## src/hdl/acv_regs.svh

```systemverilog
// register map, field positions, reset values and timing figures of the
// converter output block; assumes byte addressing on a 32-bit register bus
`ifndef ACV_REGS_SVH
`define ACV_REGS_SVH

`define ACV_CTRL_OFS 8'h00
`define ACV_STATUS_OFS 8'h04
`define ACV_IRQ_STAT_OFS 8'h08
`define ACV_IRQ_MASK_OFS 8'h0C
`define ACV_LAST_WORD_OFS 8'h10
`define ACV_SAMPLE_CNT_OFS 8'h14

`define ACV_CTRL_EN_BIT 0
`define ACV_CTRL_RST 1'h1
`define ACV_IRQ_W 3
`define ACV_IRQ_OVR_BIT 0
`define ACV_IRQ_PWR_BIT 1
`define ACV_IRQ_WAKE_BIT 2
`define ACV_IRQ_MASK_RST 3'h0

// strap level codes from the pin comparators
`define ACV_CSF_VA 2'h3
`define ACV_CSF_TWO_THIRDS 2'h2
`define ACV_CSF_ONE_THIRD 2'h1
`define ACV_CSF_GND 2'h0
`define ACV_PWR_LVL_VA 2'h2
`define ACV_PWR_LVL_HALF 2'h1
`define ACV_PWR_LVL_GND 2'h0

`define ACV_CODE_MAX 11'h7FF

`define ACV_CORE_CLK_NS 10
`define ACV_SLP_WAKE_NS 500
`define ACV_PD_WAKE_NS 3000

`endif

```

## src/hdl/acv_pkg.sv

```systemverilog
// types shared by the converter output block
// assumes nothing of its surroundings
package acv_pkg;

	typedef enum logic {acv_clk_diff, acv_clk_single} acv_clk_style_t;
	typedef enum logic {acv_fmt_offset, acv_fmt_twos} acv_fmt_t;
	typedef enum logic [1:0] {acv_pwr_normal, acv_pwr_sleep,
		acv_pwr_down} acv_pwr_t;
	typedef enum logic [1:0] {acv_st_down, acv_st_sleep, acv_st_wake,
		acv_st_run} acv_run_t;

endpackage // acv_pkg

```

## src/hdl/acv_cfg_if.sv

```systemverilog
// decoded strap settings passed from the decoder to their users
// assumes one driver, the strap decoder
`timescale 1ns/10ps
interface acv_cfg_if;
	import acv_pkg::*;
	acv_clk_style_t clk_style;
	acv_fmt_t fmt;
	acv_pwr_t pwr;
	modport dec (output clk_style, output fmt, output pwr);
	modport sink (input clk_style, input fmt, input pwr);
endinterface // acv_cfg_if

```

## src/hdl/acv_top.sv

```systemverilog
// converter pin-level control and parallel output, with an AXI4-Lite
// register file and one level interrupt
// assumes core_clk at 100 MHz; the converter pins are asynchronous to it, the AXI4-Lite bus is not
//
// Notes on behaviour
// - The four-level strap picks differential or single-ended clock and two's complement or offset binary output.
// - The power strap at full supply means power-down, at half supply sleep, at ground normal conversion.
// - In power-down only the reference stays alive and conversion stops.
// - Waking from sleep takes less time than waking from power-down.
// - A sample is taken at each falling edge of the conversion clock, in either clock style.
// - Each result is an 11-bit parallel word, bit 0 the least and bit 10 the most significant.
// - The over-range flag is high when the input lies outside codes 0 to 2047.
// - The data-ready strobe runs at the sampling rate with exactly one word per period.
// - The spare low-order output positions are held at ground.
`timescale 1ns/10ps
`include "acv_regs.svh"
module acv_top
#(
	parameter int AMP_W = 13,
	parameter int WORD_W = 11,
	parameter int SPARE_W = 3,
	parameter int ADDR_W = 8,
	parameter int SLP_WAKE_NS = `ACV_SLP_WAKE_NS,
	parameter int PD_WAKE_NS = `ACV_PD_WAKE_NS
)
(
	input wire logic core_clk,
	input wire logic resetn,
	input wire logic conv_clk_p,
	input wire logic conv_clk_n,
	input wire logic [1:0] clock_style_format_strap,
	input wire logic [1:0] power_state_strap,
	input wire logic signed [AMP_W-1:0] analog_amplitude,
	output logic [WORD_W-1:0] sample_word_bits,
	output logic over_range_flag,
	output logic word_valid_strobe,
	output logic [SPARE_W-1:0] spare_output_ground,
	output logic ref_active,
	output logic conv_active,
	output acv_pkg::acv_pwr_t power_mode,
	output logic irq,
	input wire logic [ADDR_W-1:0] s_axi_awaddr,
	input wire logic s_axi_awvalid,
	output logic s_axi_awready,
	input wire logic [31:0] s_axi_wdata,
	input wire logic [3:0] s_axi_wstrb,
	input wire logic s_axi_wvalid,
	output logic s_axi_wready,
	output logic [1:0] s_axi_bresp,
	output logic s_axi_bvalid,
	input wire logic s_axi_bready,
	input wire logic [ADDR_W-1:0] s_axi_araddr,
	input wire logic s_axi_arvalid,
	output logic s_axi_arready,
	output logic [31:0] s_axi_rdata,
	output logic [1:0] s_axi_rresp,
	output logic s_axi_rvalid,
	input wire logic s_axi_rready
);
	import acv_pkg::*;

	localparam int SLP_WAKE_CYC =
		(SLP_WAKE_NS + `ACV_CORE_CLK_NS - 1) / `ACV_CORE_CLK_NS;
	localparam int PD_WAKE_CYC =
		(PD_WAKE_NS + `ACV_CORE_CLK_NS - 1) / `ACV_CORE_CLK_NS;
	localparam int SYNC_W = 6 + AMP_W;
	localparam logic signed [AMP_W-1:0] CODE_MAX_S = AMP_W'(`ACV_CODE_MAX);
	localparam logic [1:0] RESP_OKAY = 2'h0;
	localparam logic [1:0] RESP_SLVERR = 2'h2;

	acv_cfg_if cfg_if();

	logic [SYNC_W-1:0] sync1_q;
	logic [SYNC_W-1:0] sync2_q;
	logic clk_p_s;
	logic clk_n_s;
	logic [1:0] csf_s;
	logic [1:0] pwr_s;
	logic signed [AMP_W-1:0] amp_s;
	logic clk_lvl;
	logic clk_prev_q;
	logic conv_fall;
	logic conv_rise;
	logic take;
	logic [WORD_W-1:0] fmt_code;
	logic fmt_over;
	acv_run_t st_q;
	acv_run_t st_d;
	logic [11:0] wake_cnt_q;
	logic ctrl_en_q;
	logic run;
	logic [WORD_W-1:0] word_q;
	logic over_q;
	logic strobe_q;
	logic [31:0] sample_cnt_q;
	acv_pwr_t pwr_prev_q;
	logic [`ACV_IRQ_W-1:0] irq_ev;
	logic [`ACV_IRQ_W-1:0] irq_clr;
	logic [`ACV_IRQ_W-1:0] irq_stat_q;
	logic [`ACV_IRQ_W-1:0] irq_mask_q;
	logic aw_hold_q;
	logic [ADDR_W-1:0] aw_addr_q;
	logic w_hold_q;
	logic [31:0] w_data_q;
	logic [3:0] w_strb_q;
	logic wr_go;
	logic wr_hit;
	logic bvalid_q;
	logic [1:0] bresp_q;
	logic rvalid_q;
	logic [31:0] rdata_q;
	logic [1:0] rresp_q;
	logic [31:0] rd_word;
	logic rd_hit;

	////////////////////////////////////////////////////////////////////////
	// pin synchronisers and strap decode

	always_ff @(posedge core_clk)
	begin
		if (!resetn)
		begin
			sync1_q <= '0;
			sync2_q <= '0;
		end
		else
		begin
			sync1_q <= {conv_clk_p, conv_clk_n, clock_style_format_strap,
				power_state_strap, analog_amplitude};
			sync2_q <= sync1_q;
		end
	end

	assign {clk_p_s, clk_n_s, csf_s, pwr_s, amp_s} = sync2_q;

	acv_strap_dec u_strap_dec
	(
		.core_clk(core_clk),
		.resetn(resetn),
		.csf_level(csf_s),
		.pwr_level(pwr_s),
		.cfg(cfg_if.dec)
	);

	////////////////////////////////////////////////////////////////////////
	// conversion clock edges

	// single-ended style listens to the positive input only
	assign clk_lvl = (cfg_if.clk_style == acv_clk_single) ? clk_p_s :
		(clk_p_s & ~clk_n_s);

	always_ff @(posedge core_clk)
	begin
		if (!resetn)
			clk_prev_q <= 1'b0;
		else
			clk_prev_q <= clk_lvl;
	end

	assign conv_fall = clk_prev_q & ~clk_lvl;
	assign conv_rise = ~clk_prev_q & clk_lvl;

	////////////////////////////////////////////////////////////////////////
	// power state machine

	always_comb
	begin
		st_d = st_q;
		unique case (st_q)
		acv_st_down:
			if (cfg_if.pwr == acv_pwr_normal)
				st_d = acv_st_wake;
			else if (cfg_if.pwr == acv_pwr_sleep)
				st_d = acv_st_sleep;
		acv_st_sleep:
			if (cfg_if.pwr == acv_pwr_normal)
				st_d = acv_st_wake;
			else if (cfg_if.pwr == acv_pwr_down)
				st_d = acv_st_down;
		acv_st_wake:
			if (cfg_if.pwr == acv_pwr_down)
				st_d = acv_st_down;
			else if (cfg_if.pwr == acv_pwr_sleep)
				st_d = acv_st_sleep;
			else if (wake_cnt_q == 12'h000)
				st_d = acv_st_run;
		acv_st_run:
			if (cfg_if.pwr == acv_pwr_down)
				st_d = acv_st_down;
			else if (cfg_if.pwr == acv_pwr_sleep)
				st_d = acv_st_sleep;
		endcase
	end

	always_ff @(posedge core_clk)
	begin
		if (!resetn)
			st_q <= acv_st_down;
		else
			st_q <= st_d;
	end

	// recovery from sleep is the shorter count
	always_ff @(posedge core_clk)
	begin
		if (!resetn)
			wake_cnt_q <= 12'h000;
		else if (st_q != acv_st_wake && st_d == acv_st_wake)
			wake_cnt_q <= (st_q == acv_st_sleep) ? 12'(SLP_WAKE_CYC - 1) :
				12'(PD_WAKE_CYC - 1);
		else if (st_q == acv_st_wake && wake_cnt_q != 12'h000)
			wake_cnt_q <= wake_cnt_q - 12'h001;
	end

	assign run = (st_q == acv_st_run) && ctrl_en_q;
	assign take = conv_fall && run;
	assign ref_active = 1'b1;
	assign conv_active = run;
	assign power_mode = cfg_if.pwr;

	////////////////////////////////////////////////////////////////////////
	// output word, flag and strobe

	acv_out_fmt #(.AMP_W(AMP_W), .WORD_W(WORD_W)) u_out_fmt
	(
		.amplitude(amp_s),
		.cfg(cfg_if.sink),
		.code(fmt_code),
		.over(fmt_over)
	);

	// word and flag move only while the strobe is low
	always_ff @(posedge core_clk)
	begin
		if (!resetn)
		begin
			word_q <= '0;
			over_q <= 1'b0;
		end
		else if (take)
		begin
			word_q <= fmt_code;
			over_q <= fmt_over;
		end
	end

	always_ff @(posedge core_clk)
	begin
		if (!resetn)
			strobe_q <= 1'b0;
		else if (!run || conv_fall)
			strobe_q <= 1'b0;
		else if (conv_rise)
			strobe_q <= 1'b1;
	end

	always_ff @(posedge core_clk)
	begin
		if (!resetn)
			sample_cnt_q <= 32'h0000_0000;
		else if (take)
			sample_cnt_q <= sample_cnt_q + 32'h0000_0001;
	end

	assign sample_word_bits = word_q;
	assign over_range_flag = over_q;
	assign word_valid_strobe = strobe_q;
	assign spare_output_ground = '0;

	////////////////////////////////////////////////////////////////////////
	// interrupt status and mask

	always_ff @(posedge core_clk)
	begin
		if (!resetn)
			pwr_prev_q <= acv_pwr_down;
		else
			pwr_prev_q <= cfg_if.pwr;
	end

	always_comb
	begin
		irq_ev = '0;
		irq_ev[`ACV_IRQ_OVR_BIT] = take && fmt_over;
		irq_ev[`ACV_IRQ_PWR_BIT] = pwr_prev_q != cfg_if.pwr;
		irq_ev[`ACV_IRQ_WAKE_BIT] = (st_q == acv_st_wake) &&
			(st_d == acv_st_run);
	end

	assign irq_clr = (wr_go && aw_addr_q == `ACV_IRQ_STAT_OFS &&
		w_strb_q[0]) ? w_data_q[`ACV_IRQ_W-1:0] : '0;

	// a new event beats a clear in the same cycle
	always_ff @(posedge core_clk)
	begin
		if (!resetn)
			irq_stat_q <= '0;
		else
			irq_stat_q <= (irq_stat_q & ~irq_clr) | irq_ev;
	end

	assign irq = |(irq_stat_q & irq_mask_q);

	////////////////////////////////////////////////////////////////////////
	// AXI4-Lite write channel

	assign s_axi_awready = !aw_hold_q && !bvalid_q;
	assign s_axi_wready = !w_hold_q && !bvalid_q;
	assign wr_go = aw_hold_q && w_hold_q;
	assign wr_hit = aw_addr_q == `ACV_CTRL_OFS ||
		aw_addr_q == `ACV_STATUS_OFS || aw_addr_q == `ACV_IRQ_STAT_OFS ||
		aw_addr_q == `ACV_IRQ_MASK_OFS || aw_addr_q == `ACV_LAST_WORD_OFS ||
		aw_addr_q == `ACV_SAMPLE_CNT_OFS;

	always_ff @(posedge core_clk)
	begin
		if (!resetn)
		begin
			aw_hold_q <= 1'b0;
			aw_addr_q <= '0;
		end
		else if (wr_go)
			aw_hold_q <= 1'b0;
		else if (s_axi_awvalid && s_axi_awready)
		begin
			aw_hold_q <= 1'b1;
			aw_addr_q <= s_axi_awaddr;
		end
	end

	always_ff @(posedge core_clk)
	begin
		if (!resetn)
		begin
			w_hold_q <= 1'b0;
			w_data_q <= 32'h0000_0000;
			w_strb_q <= 4'h0;
		end
		else if (wr_go)
			w_hold_q <= 1'b0;
		else if (s_axi_wvalid && s_axi_wready)
		begin
			w_hold_q <= 1'b1;
			w_data_q <= s_axi_wdata;
			w_strb_q <= s_axi_wstrb;
		end
	end

	always_ff @(posedge core_clk)
	begin
		if (!resetn)
		begin
			bvalid_q <= 1'b0;
			bresp_q <= RESP_OKAY;
		end
		else if (wr_go)
		begin
			bvalid_q <= 1'b1;
			bresp_q <= wr_hit ? RESP_OKAY : RESP_SLVERR;
		end
		else if (s_axi_bready)
			bvalid_q <= 1'b0;
	end

	assign s_axi_bvalid = bvalid_q;
	assign s_axi_bresp = bresp_q;

	always_ff @(posedge core_clk)
	begin
		if (!resetn)
		begin
			ctrl_en_q <= `ACV_CTRL_RST;
			irq_mask_q <= `ACV_IRQ_MASK_RST;
		end
		else if (wr_go && w_strb_q[0])
		begin
			if (aw_addr_q == `ACV_CTRL_OFS)
				ctrl_en_q <= w_data_q[`ACV_CTRL_EN_BIT];
			if (aw_addr_q == `ACV_IRQ_MASK_OFS)
				irq_mask_q <= w_data_q[`ACV_IRQ_W-1:0];
		end
	end

	////////////////////////////////////////////////////////////////////////
	// AXI4-Lite read channel

	always_comb
	begin
		rd_word = 32'h0000_0000;
		rd_hit = 1'b1;
		unique case (s_axi_araddr)
		`ACV_CTRL_OFS:
			rd_word[`ACV_CTRL_EN_BIT] = ctrl_en_q;
		`ACV_STATUS_OFS:
			rd_word = {25'h000_0000, ref_active, st_q, cfg_if.pwr,
				cfg_if.fmt, cfg_if.clk_style};
		`ACV_IRQ_STAT_OFS:
			rd_word[`ACV_IRQ_W-1:0] = irq_stat_q;
		`ACV_IRQ_MASK_OFS:
			rd_word[`ACV_IRQ_W-1:0] = irq_mask_q;
		`ACV_LAST_WORD_OFS:
			rd_word = {15'h0000, over_q, 5'h00, word_q};
		`ACV_SAMPLE_CNT_OFS:
			rd_word = sample_cnt_q;
		default:
			rd_hit = 1'b0;
		endcase
	end

	assign s_axi_arready = !rvalid_q;

	always_ff @(posedge core_clk)
	begin
		if (!resetn)
		begin
			rvalid_q <= 1'b0;
			rdata_q <= 32'h0000_0000;
			rresp_q <= RESP_OKAY;
		end
		else if (s_axi_arvalid && s_axi_arready)
		begin
			rvalid_q <= 1'b1;
			rdata_q <= rd_word;
			rresp_q <= rd_hit ? RESP_OKAY : RESP_SLVERR;
		end
		else if (s_axi_rready)
			rvalid_q <= 1'b0;
	end

	assign s_axi_rvalid = rvalid_q;
	assign s_axi_rdata = rdata_q;
	assign s_axi_rresp = rresp_q;
endmodule // acv_top

```

## src/hdl/acv_strap_dec.sv

```systemverilog
// decoder of the clock/format strap and the power strap
// assumes strap levels already synchronised to core_clk
`timescale 1ns/10ps
`include "acv_regs.svh"
module acv_strap_dec
(
	input wire logic core_clk,
	input wire logic resetn,
	input wire logic [1:0] csf_level,
	input wire logic [1:0] pwr_level,
	acv_cfg_if.dec cfg
);
	import acv_pkg::*;

	always_ff @(posedge core_clk)
	begin
		if (!resetn)
		begin
			cfg.clk_style <= acv_clk_diff;
			cfg.fmt <= acv_fmt_offset;
		end
		else
		begin
			unique case (csf_level)
			`ACV_CSF_VA:
			begin
				cfg.clk_style <= acv_clk_diff;
				cfg.fmt <= acv_fmt_twos;
			end
			`ACV_CSF_TWO_THIRDS:
			begin
				cfg.clk_style <= acv_clk_diff;
				cfg.fmt <= acv_fmt_offset;
			end
			`ACV_CSF_ONE_THIRD:
			begin
				cfg.clk_style <= acv_clk_single;
				cfg.fmt <= acv_fmt_twos;
			end
			`ACV_CSF_GND:
			begin
				cfg.clk_style <= acv_clk_single;
				cfg.fmt <= acv_fmt_offset;
			end
			endcase
		end
	end

	// an undefined power level is taken as power-down, the safe side
	always_ff @(posedge core_clk)
	begin
		if (!resetn)
			cfg.pwr <= acv_pwr_down;
		else if (pwr_level == `ACV_PWR_LVL_GND)
			cfg.pwr <= acv_pwr_normal;
		else if (pwr_level == `ACV_PWR_LVL_HALF)
			cfg.pwr <= acv_pwr_sleep;
		else
			cfg.pwr <= acv_pwr_down;
	end
endmodule // acv_strap_dec

```

## src/hdl/acv_out_fmt.sv

```systemverilog
// clamps an input amplitude to the output code span and applies the format
// assumes the amplitude is a signed count of code steps
`timescale 1ns/10ps
`include "acv_regs.svh"
module acv_out_fmt
#(
	parameter int AMP_W = 13,
	parameter int WORD_W = 11
)
(
	input wire logic signed [AMP_W-1:0] amplitude,
	acv_cfg_if.sink cfg,
	output logic [WORD_W-1:0] code,
	output logic over
);
	import acv_pkg::*;

	localparam logic signed [AMP_W-1:0] CODE_MAX = AMP_W'(`ACV_CODE_MAX);

	logic [WORD_W-1:0] ob_code;

	always_comb
	begin
		over = (amplitude < 0) || (amplitude > CODE_MAX);
		if (amplitude < 0)
			ob_code = '0;
		else if (amplitude > CODE_MAX)
			ob_code = '1;
		else
			ob_code = amplitude[WORD_W-1:0];
		code = ob_code;
		if (cfg.fmt == acv_fmt_twos)
			code[WORD_W-1] = ~ob_code[WORD_W-1];
	end

endmodule // acv_out_fmt

```

## config.mk

```make
export PLATFORM = sky130hd
export DESIGN_NAME = acv_top
export DESIGN_NICKNAME = d
export VERILOG_FILES = /design/src/hdl/acv_pkg.sv /design/src/hdl/acv_cfg_if.sv /design/src/hdl/acv_top.sv /design/src/hdl/acv_strap_dec.sv /design/src/hdl/acv_out_fmt.sv
export VERILOG_INCLUDE_DIRS = /design/src /design/src/hdl
export SDC_FILE = /design/constraint.sdc
export NUM_CORES = 1
export LEC_CHECK = 0
export BUFFER_PORTS_ARGS = -buffer_cell sky130_fd_sc_hd__buf_2
export CAP_MARGIN = 20
export CORE_AREA = 2 2 125 127
export CTS_BUF_LIST = sky130_fd_sc_hd__clkbuf_4
export CTS_CLUSTER_DIAMETER = 50
export DETAILED_ROUTE_END_ITERATION = 8
export DIE_AREA = 0 0 127 129
export PLACE_DENSITY = 0.68
export SKIP_CTS_REPAIR_TIMING = 1
export SYNTH_ARGS = -nofsm -noshare
export SYNTH_HDL_FRONTEND = slang
export SYNTH_HIERARCHICAL = 1
export SYNTH_SLANG_ARGS = --single-unit
export TNS_END_PERCENT = 50
```

## constraint.sdc

```tcl
create_clock -name core_clk -period 4 [get_ports core_clk]
set_input_delay 1 -clock core_clk [delete_from_list [all_inputs] [get_ports core_clk]]
set_output_delay 1 -clock core_clk [all_outputs]
set_load 0.1 [all_outputs]
```

==> results.yml, run 1 <==
run_status:
  outcome: "complete, no violations"
clock_tree:
  cts_tree: "done"
  htree_levels: 4
  cts_buffers: 17
  clk-insertion-delay-late_ns: 0.57
  cts_sinks: 161
  clockBufferDepth: 2
  clkSlewWorstSetupHoldPaths_ns: 0.13
  cts_root_buf: "clkbuf_4"
logic_synthesis:
  synth_edf_count: 0
  yosys_most_used_dff: "dfxtp_1"
  syn-cell-area_sq_um: 6620
  synthCells: 744
  yosys_warnings: 6
  synthDistinctLibCells: 55
  ys_ff_latch: 161
  avgSynthCellArea_sq_um: 8.89
  synth-seq-area-share: 0.487
  async_reset_ff_frac: 0
power:
  leakagePower_nw: 2.91
  p_seq_frac: 0.555
  power.internal_w: 0.00224
  pwr_density_cell_nw_per_um2: 404
  clkPwrFrac: 0.344
  ir_drop_v: 0.000243
  power.switching_w: 0.000798
  switching_share: 0.263
  combPwrFrac: 0.101
global_routing:
  first_global_vias: 4915
  gr-usage-met1: 0.243
  antenna_found_initial: 1
  use_met3: 0.0486
  grt_pass1_wl_mm: 24.2
  top_usage_layer: "met2"
  grt_max_degree: 57
  grt_usage: 0.182
  grt_overflow_total: 0
  met2_usage: 0.284
finish:
  nFillCells: 1465
  drive_gt1_frac: 0.187
  syn_to_final_growth_pct: 13.6
  fin_nets: 903
  seqCellArea_sq_um: 3220
  multi_input_area_sq_um: 3110
sta:
  fin_hold_ws_ns: 0.399
  rsz0062_at_grt: "no"
  fin_skew_ns: 0.0167
  worst_pin_slew_ns: 0.909
  setup_viol: 0
  fin_tns_setup_ns: 0
  max_freq_ghz: 0.355
  maxSlewHeadroom: 0.389
  fin_crit_ns: 2.82
  slew_viol_final: 0
  finalHoldViolCount: 0
  post-route-period-util: 0.704
critical_path:
  cp.arrival_ns: 1.82
  worstSetupEndpointType: "output pin"
  critPathMaxFanout: 11
  critPathRequiredTime_ns: 3.00
  startpoint_type: "flop"
  crit_type: "flop to output pin"
drt:
  vias: 5525
  dr.pass1.iters: 5
  drc_errors: 0
  wl_per_cell_um: 14.0
  first_iter_violations: 359
  vias_per_cell: 5.41
  drt_wl_total_mm: 14.4
  antenna_left: 0
floorplan:
  die_y_um: 129
  initial_core_util: 0.442
  rows: 45
  dieArea_sq_um: 16400
  coreArea_sq_um: 15000
  die_w_um: 127
  ioPinCount: 140
flow_run:
  maxCapViolCount: 0
hold_path:
  min_path_type: "flop to flop"
placement:
  dp_hpwl_mm: 9.78
  routabilityCongestion: 0.791
  io_buffers: 101
==> metrics by stage <==
step                setup slack (ns)  cell area (sq um)  utilization  power [W]  cells
finish                          1.18               7520        0.502    0.00303   1022
global route                    1.07               7520        0.502    0.00317   1022
CTS                             1.13               7510        0.502    0.00306   1021
detailed placement              1.38               7210        0.482    0.00203    991
global placement                1.40               7210        0.482    0.00202    991
floorplan                      0.881               6630            -    0.00196    748
==> sequential cells by signal, indices dropped and copies added, names as in the netlist, 2 cells and up <==
| name | count |
|---|---|
| s_axi_rdata | 32 |
| sample_cnt_q | 32 |
| sync1_q | 19 |
| sync2_q | 19 |
| wake_cnt_q | 12 |
| sample_word_bits | 11 |
| aw_addr_q | 8 |
| irq_mask_q | 3 |
| irq_stat_q | 3 |
| w_data_q | 3 |
| pwr_prev_q | 2 |
| st_q | 2 |
| u_strap_dec/cfg.pwr | 2 |
==> metal layers <==
layer,wire (um),vias up
met5,0,-
met4,291,0
met3,713,23
met2,6620,139
met1,6730,2566
li1,-,2797
==> cells in the mapped netlist (9+ instances only) <==
cell,number,share of area
dfxtp_1,161,0.49
nand2_1,75,0.043
nor2_1,68,0.039
a21oi_1,49,0.037
and2_1,43,0.041
clkbuf_1,41,0.023
a22oi_1,28,0.032
nand2b_1,27,0.026
o21ai_0,24,0.018
mux2i_1,20,0.030
nand3_1,19,0.014
or3_1,17,0.016
inv_1,15,0.0085
nor4_1,13,0.012
o311ai_0,11,0.015
o41ai_1,11,0.015
mux2_2,9,0.015
o31ai_1,9,0.010
or4_1,9,0.010
==> critical path: stages (launching register included) <==
cell     delay, ns
dfxtp_1       0.52
and3_1        0.26
buf_2         0.46
==> cell families (layout without fill, tap and decap cells) <==
group | Yosys count | in the layout | synth area share
AOI/OAI and AO/OA | 155 | 155 | 0.153
xor gates and xnor gates | 6 | 6 | 0.00794
adders and majority gates | 4 | 4 | 0.00719
buffers and inverters | 71 | 156 | 0.0465
DFF | 161 | 161 | 0.487
muxes | 30 | 30 | 0.0490
other | 2 | 7 | 0.00114
and+or+nand+nor | 315 | 315 | 0.248
==> cells in the final DEF, fill, tap and decap left out, types with 7 or more instances in the layout <==
cell      instances
nor3_1            8
buf_2           101
mux2i_1          20
a21oi_1          49
a22oi_1          28
or4_1             9
mux2_2            9
or3_1            17
nor2_1           68
nand4_1           7
buf_4             9
nand3_1          19
nor4_1           12
nand2b_1         27
clkbuf_4         18
o311ai_0         11
o41ai_1          11
nand2_1          75
o21ai_0          24
and4_1            7
and2_1           43
a31oi_1           7
o31ai_1           9
inv_1            14
dfxtp_1         161
==> power groups by stage <==
| stage | registers [W] | clock network [W] | logic [W] |
|---|---|---|---|
| after CTS | 0.00168 | 0.00107 | 0.000307 |
| final | 0.00168 | 0.00104 | 0.000305 |
| after global routing | 0.00169 | 0.00113 | 0.000338 |
| after floorplan | 0.00173 | 0 | 0.000226 |
| after global placement | 0.00172 | 0 | 0.000303 |
| after detailed placement | 0.00172 | 0 | 0.000306 |
==> cell type report <==
| cell class | instances | share of cell area |
|---|---|---|
| flip-flops and latches | 161 | 0.429 |
| multi-input cells | 516 | 0.413 |
| repair buffers | 111 | 0.0789 |
| well taps | 188 | 0.0313 |
| clock inverters | 12 | 0.0221 |
| clock buffers | 18 | 0.0180 |
| inverters | 15 | 0.00749 |
| diodes | 1 | 0.000333 |
==> path summary, 6_finish.rpt <==
path / depth (start not counted) / endpoint / slack [ns] / start
setup / recovery: 2 / conv_active / 1.18 / st_q[1]$_SDFF_PN0_
hold / removal: 1 / u_strap_dec/cfg.clk_style$_SDFF_PN0_ / 0.40 / sync2_q[16]$_SDFF_PN0_
setup reg to reg: 4 / sample_cnt_q[23]$_SDFFE_PN0P_ / 1.79 / sample_cnt_q[11]$_SDFFE_PN0P_
hold reg to reg: 1 / u_strap_dec/cfg.clk_style$_SDFF_PN0_ / 0.40 / sync2_q[16]$_SDFF_PN0_
Power figures use the tool's default switching activity.
==> run 2: changes to the inputs <==
--- a/config.mk
+++ b/config.mk
@@ -13,7 +13,7 @@
 export CTS_CLUSTER_DIAMETER = 50
 export DETAILED_ROUTE_END_ITERATION = 8
 export DIE_AREA = 0 0 127 129
-export PLACE_DENSITY = 0.68
+export PLACE_DENSITY = 0.7
 export SKIP_CTS_REPAIR_TIMING = 1
 export SYNTH_ARGS = -nofsm -noshare
 export SYNTH_HDL_FRONTEND = slang
==> constraint.sdc (replaced) <==
create_clock -name core_clk -period 2.3 [get_ports core_clk]
set_input_delay 0.575 -clock core_clk [delete_from_list [all_inputs] [get_ports core_clk]]
set_output_delay 0.575 -clock core_clk [all_outputs]
set_load 0.1 [all_outputs]
==> results.yml, run 2 (synthesis gave the netlist of run 1 again) <==
sta:
  fin_hold_ws_ns: 0.219
  maxSlewHeadroom: 0.386
  rsz0062_at_grt: "yes"
  max_freq_ghz: 0.461
  post-route-period-util: 0.943
  fin_crit_ns: 2.17
  slew_viol_final: 0
  fin_skew_ns: 0.0126
  setup_ws_ns: 0.130
  setup_viol: 0
  worst_pin_slew_ns: 0.912
  finalHoldViolCount: 0
  fin_tns_setup_ns: 0
run_status:
  outcome: "complete, no violations"
global_routing:
  grt_usage: 0.188
  grt_max_degree: 44
  grt_overflow_total: 0
  antenna_found_initial: 1
  first_global_vias: 5072
  grt_pass1_wl_mm: 24.7
power:
  pwr_density_cell_nw_per_um2: 644
  ir_drop_v: 0.000351
  leakagePower_nw: 2.93
critical_path:
  critPathRequiredTime_ns: 1.73
  worstSetupEndpointType: "output pin"
  critPathMaxFanout: 3
  crit_type: "flop to output pin"
  startpoint_type: "flop"
  cp.arrival_ns: 1.59
clock_tree:
  cts_buffers: 17
  clk-insertion-delay-late_ns: 0.55
  clockBufferDepth: 2
  htree_levels: 4
  cts_tree: "done"
  cts_sinks: 161
  clkSlewWorstSetupHoldPaths_ns: 0.12
  cts_root_buf: "clkbuf_4"
finish:
  layout.cells.non_filler: 1037
  fin_nets: 917
  layout_commonest_cell: "dfxtp_1"
  nFillCells: 1461
  drive_gt1_frac: 0.208
  final_util: 0.505
  syn_to_final_growth_pct: 14.3
  mostFrequentLayoutCells: "158 x dfxtp_1, 97 x buf_2, 75 x nand2_1"
placement:
  dp_hpwl_mm: 10.3
  io_buffers: 101
  dp_cells: 1005
  routabilityCongestion: 0.833
  pre_cts_ws_ns: 0.291
floorplan:
  coreArea_sq_um: 15000
  ioPinCount: 140
  rows: 45
  dieArea_sq_um: 16400
  die_y_um: 129
  die_w_um: 127
  initial_core_util: 0.442
drt:
  wl_per_cell_um: 14.1
  dr.pass1.iters: 6
  vias_per_cell: 5.35
  antenna_left: 0
  vias: 5552
  drc_errors: 0
  first_iter_violations: 398
  drt_wl_total_mm: 14.6
flow_run:
  maxCapViolCount: 0
hold_path:
  min_path_type: "input port to flop"
## run 2: worst max-delay path, stage by stage, from the launching register on
cell,delay [ns]
dfxtp_1,0.35
a222oi_1,0.35
inv_1,0.10
buf_4,0.24
## run 2: final cells by class
class / instances / area, sq um / area share
flip-flops and latches: 161 / 3230 / 0.427
clock inverters: 11 / 67.6 / 0.00893
inverters: 15 / 56.3 / 0.00745
repair buffers: 125 / 703 / 0.0930
diodes: 1 / 2.50 / 0.000331
well taps: 188 / 235 / 0.0311
multi-input cells: 516 / 3120 / 0.413
clock buffers: 20 / 150 / 0.0199
## run 2: where the power goes
group          internal (W)  switching, W
clock              0.000443      0.000939
combinational      0.000186      0.000368
sequential          0.00287     0.0000659
## run 2: stage by stage
| stage | instance area, sq um | power (W) |
|---|---|---|
| after floorplan | 6650 | 0.00341 |
| after global placement | 7320 | 0.00354 |
| after detailed placement | 7320 | 0.00355 |
| after CTS | 7540 | 0.00492 |
| after global routing | 7560 | 0.00513 |
| final | 7560 | 0.00487 |
## run 2: per-layer routing
metal,vias up,wire length [um],global-route usage
met4,0,320,0.0763
met5,-,0,0
met1,2575,6760,0.249
met3,22,796,0.0541
li1,2829,-,-
met2,126,6710,0.289
## run 2: worst paths after layout
check	startpoint	to	slack (ns)	cells after the start
worst max-delay path	irq_stat_q[1]$_SDFF_PN0_	irq	0.13	3
worst min-delay path	analog_amplitude[4]	sync1_q[4]$_SDFF_PN0_	0.22	2
worst max register to register	wake_cnt_q[0]$_SDFFE_PN0P_	wake_cnt_q[4]$_SDFFE_PN0P_	0.24	7
worst min register to register	sync2_q[16]$_SDFF_PN0_	u_strap_dec/cfg.clk_style$_SDFF_PN0_	0.40	1
==> run 3: changes to the inputs <==
--- a/config.mk
+++ b/config.mk
@@ -6,8 +6,8 @@
 export SDC_FILE = /design/constraint.sdc
 export NUM_CORES = 1
 export LEC_CHECK = 0
-export BUFFER_PORTS_ARGS = -buffer_cell sky130_fd_sc_hd__buf_2
-export CAP_MARGIN = 20
+export BUFFER_PORTS_ARGS = -buffer_cell sky130_fd_sc_hd__clkbuf_2
+export CAP_MARGIN = 15
 export CORE_AREA = 2 2 125 127
 export CTS_BUF_LIST = sky130_fd_sc_hd__clkbuf_4
 export CTS_CLUSTER_DIAMETER = 50
==> results.yml, run 3 (synthesis gave the netlist of run 1 again) <==
critical_path:
  worstSetupEndpointType: "output pin"
  crit_path_cell_trace: "and3_1, buf_4"
  r2r-start: "sample_cnt_q[4]$_SDFFE_PN0P_"
  crit_type: "flop to output pin"
  slowest_delay_ns: 0.48
  startpoint: "st_q[1]$_SDFF_PN0_"
  crit_path_top_delay_cell: "dfxtp_1"
  startpoint_type: "flop"
  critPathRequiredTime_ns: 1.73
  critPathMaxFanout: 8
  cp.arrival_ns: 1.61
drt:
  wl_per_cell_um: 14.2
  first_iter_violations: 375
  dr.pass1.iters: 5
  vias: 5557
  drc_errors: 0
  vias_per_cell: 5.36
  drt_wl_total_mm: 14.7
  antenna_left: 0
clock_tree:
  cts_tree: "done"
  clockBufferDepth: 2
  htree_levels: 4
  cts_root_buf: "clkbuf_4"
  clk-insertion-delay-late_ns: 0.57
  cts_sinks: 161
  cts_buffers: 17
  clkSlewWorstSetupHoldPaths_ns: 0.13
floorplan:
  die_y_um: 129
  rows: 45
  ioPinCount: 140
  die_w_um: 127
  dieArea_sq_um: 16400
  coreArea_sq_um: 15000
  initial_core_util: 0.442
sta:
  post-route-period-util: 0.948
  fin_skew_ns: 0.0115
  slew_viol_final: 0
  setup_viol: 0
  maxSlewHeadroom: 0.384
  setup_ws_ns: 0.119
  finalHoldViolCount: 0
  fin_crit_ns: 2.18
  worst_pin_slew_ns: 0.917
  max_freq_ghz: 0.458
  rsz0062_at_grt: "no"
finish:
  multi_input_area_sq_um: 3120
  final_util: 0.511
  drive_gt1_frac: 0.209
  layout_commonest_cell: "dfxtp_1"
  nFillCells: 1429
  final_cell_area_sq_um: 7650
  mostFrequentLayoutCells: "159 x dfxtp_1, 98 x clkbuf_2, 75 x nand2_1"
  syn_to_final_growth_pct: 15.7
  fin_nets: 916
  seqCellArea_sq_um: 3230
power:
  leakagePower_nw: 2.94
  pwr_density_cell_nw_per_um2: 685
  ir_drop_v: 0.000561
placement:
  placed_area_sq_um: 7340
  io_buffers: 101
  dp_hpwl_mm: 10.3
  pre_cts_ws_ns: 0.308
  routabilityCongestion: 0.835
flow_run:
  maxCapViolCount: 0
global_routing:
  first_global_vias: 4922
  antenna_found_initial: 1
  grt_pass1_wl_mm: 24.3
  grt_usage: 0.185
  grt_overflow_total: 0
  grt_max_degree: 46
hold_path:
  min_path_type: "input port to flop"
  hold_path.startpoint: "analog_amplitude[6]"
run_status:
  outcome: "complete, no violations"
## run 3: cell types whose count changed in the layout (fill, tap and decap cells not counted), moves of 2 or more
cell / delta
buf_12: +2
buf_2: -97
buf_4: -3
bufinv_16: +3
clkbuf_2: +98
clkbuf_4: -3
clkinv_1: -2
clkinv_4: +2
## run 3: report_power, final
group | internal [W] | leakage (nW) | switching [W]
Clock | 0.000760 | 0.152 | 0.000996
Combinational | 0.000187 | 1.48 | 0.000369
Sequential | 0.00287 | 1.31 | 0.0000633
## run 3: final timing paths
path         slack (ns)  depth (start not counted)                                   end
max reg2reg        0.30                          4         sample_cnt_q[13]$_SDFFE_PN0P_
min                0.20                          2                 sync1_q[6]$_SDFF_PN0_
max                0.12                          2                           conv_active
min reg2reg        0.38                          1  u_strap_dec/cfg.clk_style$_SDFF_PN0_
## run 3: routing by layer
layer / GRT usage / part of all wire / vias up
met5: 0 / 0 / -
met4: 0.0795 / 0.024 / 0
met3: 0.0516 / 0.052 / 28
met1: 0.240 / 0.47 / 2567
met2: 0.290 / 0.46 / 139
li1: - / - / 2823
## run 3: area by class of cell
type	instances	share of cell area
multi-input combinational	516	0.408
antenna	1	0.000327
clock buffer	18	0.0177
sequential	161	0.421
tap	188	0.0307
inverter	15	0.00736
clock inverter	14	0.0216
timing repair buffer	124	0.0933
## run 3: metrics by stage
stage          instances  setup TNS, ns  hold WS [ns]  power, W
6_report            1037              0         0.203   0.00524
5_1_grt             1037              0         0.161   0.00547
4_1_cts             1036         -0.222         0.165   0.00530
3_5_place_dp        1004              0         0.383   0.00355
3_3_place_gp        1004              0         0.379   0.00354
2_1_floorplan        748          -1.25         0.367   0.00341
## run 3: critical path: cells and delay by family (launching register included)
family / cells / cell delay [ns]
flip-flops: 1 / 0.48
AND/OR/NAND/NOR: 1 / 0.24
buffers and inverters: 1 / 0.31
